--- config.mk ---
export PLATFORM = sky130hd
export DESIGN_NAME = pmpm_top
export DESIGN_NICKNAME = d
export VERILOG_FILES = /design/src/hdl/pmpm_pkg.sv /design/src/hdl/pmpm_top.sv
export VERILOG_INCLUDE_DIRS = /design/src /design/src/hdl
export SDC_FILE = /design/constraint.sdc
export NUM_CORES = 1
export LEC_CHECK = 0
export BUFFER_PORTS_ARGS = -buffer_cell sky130_fd_sc_hd__buf_2
export CAP_MARGIN = 20
export CORE_MARGIN = 10
export CORE_UTILIZATION = 45
export DETAILED_ROUTE_END_ITERATION = 16
export PLACE_DENSITY = 0.89
export SLEW_MARGIN = 5
export SYNTH_ARGS = -nofsm -noshare
export SYNTH_HDL_FRONTEND = slang
export SYNTH_SLANG_ARGS = --single-unit
export TNS_END_PERCENT = 30
--- constraint.sdc ---
create_clock -name clk -period 2.37 [get_ports clk]
set_clock_uncertainty 0.15 [all_clocks]
set_input_delay 0.237 -clock clk [delete_from_list [all_inputs] [get_ports clk]]
set_output_delay 0.237 -clock clk [all_outputs]
set_load 0.02 [all_outputs]
--- src/hdl/pmpm_cfg.svh ---
/*
  constants of the program memory partition map: vectors, region
  sizes, register offsets and reset values.
  assumes it is included by its bare name, once or more.
*/
`ifndef PMPM_CFG_SVH
`define PMPM_CFG_SVH

// ----------------------------------------------------------------
// address space
// ----------------------------------------------------------------
`define PMPM_PC_W          15
`define PMPM_RESET_VEC     15'h0000
`define PMPM_IRQ_VEC       15'h0004
`define PMPM_LAST_8K       15'h1fff
`define PMPM_LAST_16K      15'h3fff
`define PMPM_LAST_32K      15'h7fff
`define PMPM_STORE_OFS     15'h007f
`define PMPM_APP_END_OFS   15'h0080
`define PMPM_BOOT_BASE     15'h0200
`define PMPM_PTR_PM_BIT    7

// ----------------------------------------------------------------
// register map (byte offsets)
// ----------------------------------------------------------------
`define PMPM_OFS_IRQ_STAT  8'h00
`define PMPM_OFS_IRQ_MASK  8'h04
`define PMPM_OFS_CTRL      8'h08
`define PMPM_OFS_PART      8'h0c
`define PMPM_OFS_LAST      8'h10
`define PMPM_OFS_BOOT_LAST 8'h14

// ----------------------------------------------------------------
// fields and reset values
// ----------------------------------------------------------------
`define PMPM_EV_WR_ERR     0
`define PMPM_EV_EXEC_VIOL  1
`define PMPM_EV_PM_WR_DROP 2
`define PMPM_EV_N          3
`define PMPM_MASK_RST      3'h0
`define PMPM_VFLAG_RST     1'b1

`endif

--- src/hdl/pmpm_pkg.sv ---
/*
  types of the program memory partition map.
  assumes nothing beyond a SystemVerilog compiler.
*/
package pmpm_pkg;

  typedef enum logic [1:0] {
    PMPM_REG_APP,
    PMPM_REG_BOOT,
    PMPM_REG_STORE,
    PMPM_REG_NONE
  } pmpm_region_t;

  typedef enum logic [1:0] {
    PMPM_IND_IDLE,
    PMPM_IND_PM_WAIT,
    PMPM_IND_PM_DONE
  } pmpm_ind_state_t;

endpackage

--- src/hdl/pmpm_top.sv ---
/*
  program memory partition map: program counter with vectors, region
  decode from latched configuration, indirect pointer routing to
  program or data memory, write protection and execution checking.
  assumes flash and data memory answer one cycle after a read enable,
  and configuration inputs are stable, same-clock logic.
*/
`timescale 1ns/1ps
`include "pmpm_cfg.svh"

// Summary of operation
// fifteen bit counter spans 32K fourteen-bit words
// reset fetches 0000h, interrupt fetches 0004h
// flash end 1FFFh, 3FFFh or 7FFFh
// pointer high bit 7 selects program memory
// program reads return low eight bits
// indirect writes never alter program memory
// program reads through pointer take one more cycle
// both enables high: whole flash is application
// boot enable low: boot region from zero
// storage enable low: 128 words at top
// storage starts last minus 7Fh; app ends minus 80h
// storage region is not executable
// each region has its own write protect
// protected write: no change, error flag set
// bad fetch: violation reset, violation flag cleared
// partition decoded from configuration latched at reset
module pmpm_top #(
  parameter int DATA_W = 14,
  parameter int BUS_W  = 16
) (
  input  wire logic               clk,
  input  wire logic               rst_b,
  // configuration words
  input  wire logic [1:0]         flash_size_sel,
  input  wire logic               boot_region_enable_n,
  input  wire logic               storage_region_enable_n,
  input  wire logic [2:0]         boot_region_size_sel,
  input  wire logic               app_region_write_protect,
  input  wire logic               boot_region_write_protect,
  input  wire logic               storage_region_write_protect,
  // fetch side
  input  wire logic               pc_inc,
  input  wire logic               pc_load,
  input  wire logic [14:0]        pc_load_addr,
  input  wire logic               irq_enter,
  input  wire logic               fetch_valid,
  output logic      [14:0]        fetch_addr,
  output logic                    exec_violation_reset,
  // indirect access port
  input  wire logic               ind_req,
  input  wire logic               ind_wr,
  input  wire logic [7:0]         pointer_high_byte,
  input  wire logic [7:0]         pointer_low_byte,
  input  wire logic [7:0]         ind_wdata,
  output logic                    ind_done,
  output logic      [7:0]         ind_rdata,
  // program flash read port
  output logic                    pm_rd_en,
  output logic      [14:0]        pm_rd_addr,
  input  wire logic [DATA_W-1:0]  pm_rd_data,
  // data memory port
  output logic                    dm_rd_en,
  output logic                    dm_wr_en,
  output logic      [14:0]        dm_addr,
  output logic      [7:0]         dm_wdata,
  input  wire logic [7:0]         dm_rd_data,
  // nvm control write check
  input  wire logic               nvm_wr_req,
  input  wire logic [14:0]        nvm_wr_addr,
  output logic                    nvm_wr_grant,
  output logic                    nvm_write_error_flag,
  // register port
  input  wire logic [7:0]         reg_addr,
  input  wire logic [BUS_W-1:0]   reg_wdata,
  input  wire logic               reg_wr,
  input  wire logic               reg_rd,
  output logic      [BUS_W-1:0]   reg_rdata,
  output logic                    irq
);

  // ----------------------------------------------------------------
  // reset synchroniser
  // ----------------------------------------------------------------
  logic rst_meta_reg;
  logic rst_n;

  always_ff @(posedge clk or negedge rst_b) begin
    if (!rst_b) begin
      rst_meta_reg <= 1'b0;
      rst_n        <= 1'b0;
    end else begin
      rst_meta_reg <= 1'b1;
      rst_n        <= rst_meta_reg;
    end
  end

  // ----------------------------------------------------------------
  // configuration latch
  // ----------------------------------------------------------------
  // captured once after release so a change of the configuration inputs
  // later never moves a boundary under running code
  logic        cfg_done_reg;
  logic [1:0]  size_sel_reg;
  logic        boot_en_n_reg;
  logic        store_en_n_reg;
  logic [2:0]  boot_sel_reg;
  logic [2:0]  wp_reg;

  always_ff @(posedge clk or negedge rst_n) begin
    if (!rst_n) begin
      cfg_done_reg  <= 1'b0;
      size_sel_reg  <= 2'h2;
      boot_en_n_reg <= 1'b1;
      store_en_n_reg <= 1'b1;
      boot_sel_reg  <= 3'h0;
      wp_reg        <= 3'h0;
    end else if (!cfg_done_reg) begin
      cfg_done_reg  <= 1'b1;
      size_sel_reg  <= flash_size_sel;
      boot_en_n_reg <= boot_region_enable_n;
      store_en_n_reg <= storage_region_enable_n;
      boot_sel_reg  <= boot_region_size_sel;
      wp_reg        <= {storage_region_write_protect,
                        boot_region_write_protect,
                        app_region_write_protect};
    end
  end

  // ----------------------------------------------------------------
  // partition boundaries
  // ----------------------------------------------------------------
  logic [14:0] last_addr;
  logic [14:0] store_start;
  logic [14:0] app_end;
  logic [14:0] boot_last;
  logic [14:0] boot_raw;

  assign last_addr = (size_sel_reg == 2'h0) ? `PMPM_LAST_8K :
                     (size_sel_reg == 2'h1) ? `PMPM_LAST_16K :
                                              `PMPM_LAST_32K;
  assign store_start = last_addr - `PMPM_STORE_OFS;
  assign app_end   = store_en_n_reg ? last_addr
                     : last_addr - `PMPM_APP_END_OFS;
  // sizes past the application end are clamped to keep one app word
  assign boot_raw  = 15'((`PMPM_BOOT_BASE << boot_sel_reg) - 1);
  assign boot_last = (boot_raw >= app_end) ? app_end - 15'h0001
                     : boot_raw;

  function automatic pmpm_pkg::pmpm_region_t region_of(
    input logic [14:0] a
  );
    pmpm_pkg::pmpm_region_t r;
    r = pmpm_pkg::PMPM_REG_NONE;
    if (a > last_addr)
      r = pmpm_pkg::PMPM_REG_NONE;
    else if (!store_en_n_reg && a >= store_start)
      r = pmpm_pkg::PMPM_REG_STORE;
    else if (!boot_en_n_reg && a <= boot_last)
      r = pmpm_pkg::PMPM_REG_BOOT;
    else
      r = pmpm_pkg::PMPM_REG_APP;
    return r;
  endfunction

  // ----------------------------------------------------------------
  // program counter and execution check
  // ----------------------------------------------------------------
  logic [`PMPM_PC_W-1:0] pc_reg;
  logic                  viol_reg;
  logic                  vflag_reg;
  logic                  fetch_bad;
  pmpm_pkg::pmpm_region_t fetch_region;

  // a process, not an assign: the function reads the latched boundaries
  always_comb fetch_region = region_of(pc_reg);
  assign fetch_bad = fetch_valid &&
    (fetch_region == pmpm_pkg::PMPM_REG_NONE ||
     fetch_region == pmpm_pkg::PMPM_REG_STORE);

  always_ff @(posedge clk or negedge rst_n) begin
    if (!rst_n)
      pc_reg <= `PMPM_RESET_VEC;
    else if (fetch_bad)
      pc_reg <= `PMPM_RESET_VEC;
    else if (irq_enter)
      pc_reg <= `PMPM_IRQ_VEC;
    else if (pc_load)
      pc_reg <= pc_load_addr;
    else if (pc_inc)
      pc_reg <= pc_reg + 15'h0001;
  end

  assign fetch_addr = pc_reg;

  // ----------------------------------------------------------------
  // control register write decode
  // ----------------------------------------------------------------
  logic wr_mask;
  logic wr_ctrl;
  logic rd_stat;

  assign wr_mask = reg_wr && reg_addr == `PMPM_OFS_IRQ_MASK;
  assign wr_ctrl = reg_wr && reg_addr == `PMPM_OFS_CTRL;
  assign rd_stat = reg_rd && reg_addr == `PMPM_OFS_IRQ_STAT;

  // violation flag is cleared by hardware, set by writing 1
  always_ff @(posedge clk or negedge rst_n) begin
    if (!rst_n) begin
      viol_reg  <= 1'b0;
      vflag_reg <= `PMPM_VFLAG_RST;
    end else begin
      viol_reg <= fetch_bad;
      if (fetch_bad)
        vflag_reg <= 1'b0;
      else if (wr_ctrl && reg_wdata[0])
        vflag_reg <= 1'b1;
    end
  end

  assign exec_violation_reset = viol_reg;

  // ----------------------------------------------------------------
  // indirect access routing
  // ----------------------------------------------------------------
  pmpm_pkg::pmpm_ind_state_t ind_st_reg;
  pmpm_pkg::pmpm_ind_state_t ind_st_next;
  logic       ind_pm;
  logic       ind_idle;
  logic       pm_wr_drop;
  logic       dm_rd_pend_reg;
  logic       done_reg;
  logic [7:0] rdata_reg;

  assign ind_idle   = ind_st_reg == pmpm_pkg::PMPM_IND_IDLE;
  assign ind_pm     = pointer_high_byte[`PMPM_PTR_PM_BIT];
  assign pm_wr_drop = ind_idle && ind_req && ind_wr && ind_pm;

  assign pm_rd_en   = ind_idle && ind_req && !ind_wr && ind_pm;
  assign pm_rd_addr = {pointer_high_byte[6:0], pointer_low_byte};
  assign dm_rd_en   = ind_idle && ind_req && !ind_wr && !ind_pm;
  assign dm_wr_en   = ind_idle && ind_req && ind_wr && !ind_pm;
  assign dm_addr    = {pointer_high_byte[6:0], pointer_low_byte};
  assign dm_wdata   = ind_wdata;

  always_comb begin
    ind_st_next = ind_st_reg;
    case (ind_st_reg)
      pmpm_pkg::PMPM_IND_IDLE:
        if (pm_rd_en)
          ind_st_next = pmpm_pkg::PMPM_IND_PM_WAIT;
      pmpm_pkg::PMPM_IND_PM_WAIT:
        ind_st_next = pmpm_pkg::PMPM_IND_PM_DONE;
      pmpm_pkg::PMPM_IND_PM_DONE:
        ind_st_next = pmpm_pkg::PMPM_IND_IDLE;
      default:
        ind_st_next = pmpm_pkg::PMPM_IND_IDLE;
    endcase
  end

  always_ff @(posedge clk or negedge rst_n) begin
    if (!rst_n) begin
      ind_st_reg     <= pmpm_pkg::PMPM_IND_IDLE;
      dm_rd_pend_reg <= 1'b0;
      done_reg       <= 1'b0;
      rdata_reg      <= 8'h00;
    end else begin
      ind_st_reg     <= ind_st_next;
      dm_rd_pend_reg <= dm_rd_en;
      done_reg       <= dm_rd_en || dm_wr_en || pm_wr_drop ||
        ind_st_reg == pmpm_pkg::PMPM_IND_PM_WAIT;
      if (ind_st_reg == pmpm_pkg::PMPM_IND_PM_WAIT)
        rdata_reg <= pm_rd_data[7:0];
      else if (dm_rd_pend_reg)
        rdata_reg <= dm_rd_data;
    end
  end

  // a data read is done in the cycle memory answers; its byte shows on
  // ind_rdata one cycle later, from the register
  assign ind_done  = ind_st_reg == pmpm_pkg::PMPM_IND_PM_DONE ||
                     (done_reg && !dm_rd_pend_reg) || dm_rd_pend_reg;
  assign ind_rdata = rdata_reg;

  // ----------------------------------------------------------------
  // nvm write protection
  // ----------------------------------------------------------------
  pmpm_pkg::pmpm_region_t nvm_region;
  logic nvm_prot;
  logic grant_reg;
  logic wr_err_reg;

  always_comb nvm_region = region_of(nvm_wr_addr);
  assign nvm_prot =
    nvm_region == pmpm_pkg::PMPM_REG_NONE ||
    (nvm_region == pmpm_pkg::PMPM_REG_APP  && wp_reg[0]) ||
    (nvm_region == pmpm_pkg::PMPM_REG_BOOT && wp_reg[1]) ||
    (nvm_region == pmpm_pkg::PMPM_REG_STORE && wp_reg[2]);

  always_ff @(posedge clk or negedge rst_n) begin
    if (!rst_n) begin
      grant_reg  <= 1'b0;
      wr_err_reg <= 1'b0;
    end else begin
      grant_reg <= nvm_wr_req && !nvm_prot;
      if (nvm_wr_req && nvm_prot)
        wr_err_reg <= 1'b1;
      else if (wr_ctrl && reg_wdata[1])
        wr_err_reg <= 1'b0;
    end
  end

  assign nvm_wr_grant         = grant_reg;
  assign nvm_write_error_flag = wr_err_reg;

  // ----------------------------------------------------------------
  // interrupt status and mask
  // ----------------------------------------------------------------
  logic [`PMPM_EV_N-1:0] ev;
  logic [`PMPM_EV_N-1:0] stat_reg;
  logic [`PMPM_EV_N-1:0] stat_next;
  logic [`PMPM_EV_N-1:0] mask_reg;

  assign ev[`PMPM_EV_WR_ERR]     = nvm_wr_req && nvm_prot;
  assign ev[`PMPM_EV_EXEC_VIOL]  = fetch_bad;
  assign ev[`PMPM_EV_PM_WR_DROP] = pm_wr_drop;
  // a set in the cycle of the clearing read survives it
  assign stat_next = (rd_stat ? '0 : stat_reg) | ev;

  always_ff @(posedge clk or negedge rst_n) begin
    if (!rst_n) begin
      stat_reg <= '0;
      mask_reg <= `PMPM_MASK_RST;
    end else begin
      stat_reg <= stat_next;
      if (wr_mask)
        mask_reg <= reg_wdata[`PMPM_EV_N-1:0];
    end
  end

  assign irq = |(stat_reg & mask_reg);

  // ----------------------------------------------------------------
  // register read
  // ----------------------------------------------------------------
  logic [BUS_W-1:0] rd_mux;
  logic [BUS_W-1:0] rdata_q;

  assign rd_mux =
    (reg_addr == `PMPM_OFS_IRQ_STAT) ? BUS_W'(stat_reg) :
    (reg_addr == `PMPM_OFS_IRQ_MASK) ? BUS_W'(mask_reg) :
    (reg_addr == `PMPM_OFS_CTRL) ? BUS_W'({wr_err_reg, vflag_reg}) :
    (reg_addr == `PMPM_OFS_PART) ?
      BUS_W'({wp_reg, boot_sel_reg, store_en_n_reg, boot_en_n_reg,
              size_sel_reg, cfg_done_reg}) :
    (reg_addr == `PMPM_OFS_LAST) ? BUS_W'(last_addr) :
    (reg_addr == `PMPM_OFS_BOOT_LAST) ? BUS_W'(boot_last) :
    '0;

  always_ff @(posedge clk or negedge rst_n) begin
    if (!rst_n)
      rdata_q <= '0;
    else
      rdata_q <= reg_rd ? rd_mux : '0;
  end

  assign reg_rdata = rdata_q;

endmodule

==> results.txt <==
----------------------------------------------------
[Status]
  Run status ... complete, but fails checks
  Violations in the final reports ... setup timing

[Timing]
  Endpoints failing setup ... 9
  Worst slew margin ... a little under half
  Fraction of the cycle the final worst path needs ... 170%
  Count of pins over their slew limit ... 0
  Worst Tran Pin Value ... between 0.8 and 0.9 ns
  Setup slack of the critical path after layout ... -1.66 ns
  Final worst path period need ... around 4.0 ns
  Final hold violation count ... 0
  Highest achievable clock rate ... between 0.2 and 0.25 GHz
  Unrepaired setup endpoints after global routing ... true

[Cells and area]
  Most frequent standard cell in the layout excluding fill and tap cells ... sky130_fd_sc_hd__buf_2
  Highest-count cells in the layout ignoring fill and taps ... sky130_fd_sc_hd__buf_2, sky130_fd_sc_hd__dfrtp_1, sky130_fd_sc_hd__nor2_1
  Total of fill cells in the finished design ... roughly 640
  Post-layout nets ... ~700
  Area of all placed cells without fillers ... roughly 5100 µm²
  Area Overhead vs Synth ... 35.4%
  Ratio of cells with drive above 1 in the final layout ... 40.1%
  Final standard cell count with taps included and fillers excluded ... roughly 680

[Placement]
  Count of port buffers added during placement ... about 120
  Number of placed cells counting well taps ... 626
  Detailed Place HPWL ... 8760 µm
  Placed instance area ... between 4000 and 5000 µm²
  Routability-driven placement congestion ratio ... around 0.93

[Routing]
  DR pass1 iterations ... 5
  Via count ... approximately 3700
  Final routed wire length divided by cell count ... roughly 18 µm
  Violation count after the first detailed-route iteration ... between 200 and 250
  Final antenna-violating net count ... 0
  Routed wire length ... about 12000 µm
  Post-detailed-route via-to-cell ratio ... roughly 5.5
  DRC violation count after routing ... 0

[Clocking]
  Buffer levels on the longest clock path ... 2
  Num CTS Buffers ... 9
  Total clock sinks ... 65
  Clock tree from TritonCTS ... done
  CTS H-tree depth ... 3
  Clk pin slew, worst setup/hold paths ... roughly 0.080 ns
  Clock network latency to the later pin of the worst-skew pair ... approximately 0.34 ns
  Cell chosen for the clock root ... sky130_fd_sc_hd__clkbuf_8

[Worst setup path]
  Worst r2r src ... boot_sel_reg[1]
  End of the worst register-to-register path ... nvm_wr_grant
  Element type at the critical path start ... flop
  Destination of the critical timing path ... nvm_wr_grant
  Crit path required time ... between 2 and 2.5 ns
  Worst EP arrival ... approximately 4.2 ns
  Beginning of the critical path ... boot_sel_reg[1]
  Category of the most critical setup path ... flop to flop
  Worst setup slack for register-to-register paths ... -1.66 ns
  Register-to-Register Path Depth ... 15
  Critical Path Fanout Max ... 4
  Category of the worst setup path capture point ... flop

[Flow run]
  Number of maximum-capacitance constraint violations ... 0

[Yosys]
  Sequential element share of the synthesized area ... roughly 43%
  Count of warnings emitted by yosys ... 0
  Most instantiated flip-flop cell in the synthesis netlist ... sky130_fd_sc_hd__dfrtp_1
  Number of synthesized flops with an enable pin ... 0
  Number of register bits inferred by synthesis ... 65
  Number of cells produced by synthesis ... roughly 410
  Library cells used by synthesis ... between 50 and 60
  Post-Syn Area ... approximately 3800 µm²
  Async SR Flop Fraction ... 100%
  Avg Inst Size Synth ... slightly above 9 µm²

[Global routing]
  Total congestion overflow ... 0
  Vias in the first global route ... 3921
  Initial antenna violation count ... 1
  Largest net degree at the start of global routing ... 38
  Wire length of the first global-routing pass ... about 19000 µm
  Global router's overall resource usage ... ~18%

[Floorplanning]
  Number of top-level pins ... around 210
  Die height ... around 110 µm
  Starting Density ... between 40% and 50%
  Num rows ... 33
  Die Span X ... about 110 µm
  Die outline area ... around 12000 µm²
  Placeable core region ... 8220 µm²

[Power]
  Cell Pwr Density ... between 500 and 600 nW/µm²
  Peak VDD IR ... around 320 µV
  Static power due to leakage ... between 0.002 and 0.003 µW
  Total power after layout ... roughly 3000 µW

[Min path]
  Worst min-delay path class ... primary input to flop

----------------------------------------------------
==> per-stage QoR <==
step / util (%) / hold WS [ns] / TNS [ns] / setup slack [ns]
floorplan: - / -0.209 / -5.38 / -1.54
global placement: 55.0 / -0.126 / -6.04 / -1.43
detailed placement: 55.0 / -0.125 / -7.24 / -1.59
CTS: 61.5 / 0.000303 / -4.83 / -1.62
global route: 62.4 / 0.0127 / -6.52 / -1.75
finish: 62.4 / 0.00174 / -4.92 / -1.66
==> metal layers <==
metal	global-route usage, %	wire [µm]	vias to the layer above
met3	5.05	835	29
li1	-	-	1702
met1	19.7	4590	1819
met2	31.8	6170	160
met5	0	0	-
met4	8.14	293	0
==> critical path: stages, from the launching register on <==
cell	delay, ns
sky130_fd_sc_hd__dfrtp_2	0.44
sky130_fd_sc_hd__o21ai_2	0.16
sky130_fd_sc_hd__inv_2	0.07
sky130_fd_sc_hd__ha_4	0.24
sky130_fd_sc_hd__a211oi_4	0.23
sky130_fd_sc_hd__nor2_2	0.07
sky130_fd_sc_hd__inv_2	0.10
sky130_fd_sc_hd__a21oi_2	0.07
sky130_fd_sc_hd__ha_1	0.29
sky130_fd_sc_hd__or4b_4	0.46
sky130_fd_sc_hd__a211o_1	0.27
sky130_fd_sc_hd__o311a_1	0.15
sky130_fd_sc_hd__or3_4	0.36
sky130_fd_sc_hd__a2111oi_4	0.42
sky130_fd_sc_hd__mux2_4	0.35
sky130_fd_sc_hd__a21oi_2	0.11
==> worst min path at each step <==
stage	depth (start not counted)	end	start
global placement	1	rst_meta_reg	rst_b
global route	3	fetch_addr[3]	pc_load_addr[3]
detailed placement	1	rst_meta_reg	rst_b
finish	3	fetch_addr[3]	pc_load_addr[3]
floorplan	0	rst_meta_reg	rst_b
CTS	3	fetch_addr[9]	pc_load_addr[9]
==> power breakdown <==
| part | internal [µW] | leakage [µW] | switching (µW) |
|---|---|---|---|
| clock network | 541 | 0.000103 | 419 |
| logic | 403 | 0.00160 | 420 |
| registers | 1200 | 0.000812 | 88.4 |
| total | 2140 | 0.00252 | 927 |
==> cells in the mapped netlist, types with 2 or more instances <==
cell                        instances  share of area (%)
sky130_fd_sc_hd__inv_1             15                1.5
sky130_fd_sc_hd__nand4_1            7                1.2
sky130_fd_sc_hd__o2111ai_1          2               0.46
sky130_fd_sc_hd__o21ai_0           19                2.5
sky130_fd_sc_hd__nand2_1           31                3.1
sky130_fd_sc_hd__and2_1             3               0.50
sky130_fd_sc_hd__o31ai_1            2               0.40
sky130_fd_sc_hd__nor3_1             7               0.93
sky130_fd_sc_hd__xnor2_1            3               0.69
sky130_fd_sc_hd__nor4_1             2               0.33
sky130_fd_sc_hd__buf_4             39                7.7
sky130_fd_sc_hd__or3_1              2               0.33
sky130_fd_sc_hd__a21o_1             2               0.40
sky130_fd_sc_hd__a31oi_1            4               0.66
sky130_fd_sc_hd__clkbuf_1          12                1.2
sky130_fd_sc_hd__mux2_2            15                4.5
sky130_fd_sc_hd__a21oi_1           29                3.8
sky130_fd_sc_hd__conb_1             2               0.20
sky130_fd_sc_hd__and3_1            10                1.7
sky130_fd_sc_hd__dfstp_2            4                2.8
sky130_fd_sc_hd__mux2i_1           13                3.4
sky130_fd_sc_hd__o311a_1            2               0.53
sky130_fd_sc_hd__nand3_1            8                1.1
sky130_fd_sc_hd__nor2_1            66                6.5
sky130_fd_sc_hd__o221ai_1           2               0.46
sky130_fd_sc_hd__a211oi_1           4               0.79
sky130_fd_sc_hd__nor2b_1            5               0.83
sky130_fd_sc_hd__nor3b_1            2               0.40
sky130_fd_sc_hd__ha_1              10                3.3
sky130_fd_sc_hd__xor2_1             9                2.1
sky130_fd_sc_hd__dfrtp_1           61                 40
==> timing repair <==
| item | CTS | global route |
|---|---|---|
| cloned | 1 | 0 |
| endpoints found under the setup margin | 18 | 20 |
| hold endpoints to repair | 29 | 0 |
| hold buffers | 29 | 0 |
| pin swaps | 4 | 5 |
| setup buffers | 2 | 4 |
| resized for setup | 7 | 10 |
==> kinds of logic after synthesis <==
group	share of synthesized area (%)
DFF	43.1
AOI/OAI and AO/OA	13.4
muxes	8.79
buffers and inverters	10.5
xor gates and xnor gates	2.78
other	0.198
and+or+nand+nor	17.9
adders and majority gates	3.30
==> area by class of cell <==
cell class              instances  area [µm²]  share of cell area (%)
diodes                          1        2.50                  0.0488
clock buffers                  13         159                    3.10
clock inverters                 3        40.0                   0.781
inverters                      15        56.3                    1.10
multi-input cells             282        1880                    36.6
flip-flops and latches         65        1640                    31.9
well taps                     105         131                    2.56
repair buffers                195        1230                    23.9
Note: power is estimated with default switching activity, not from simulation.
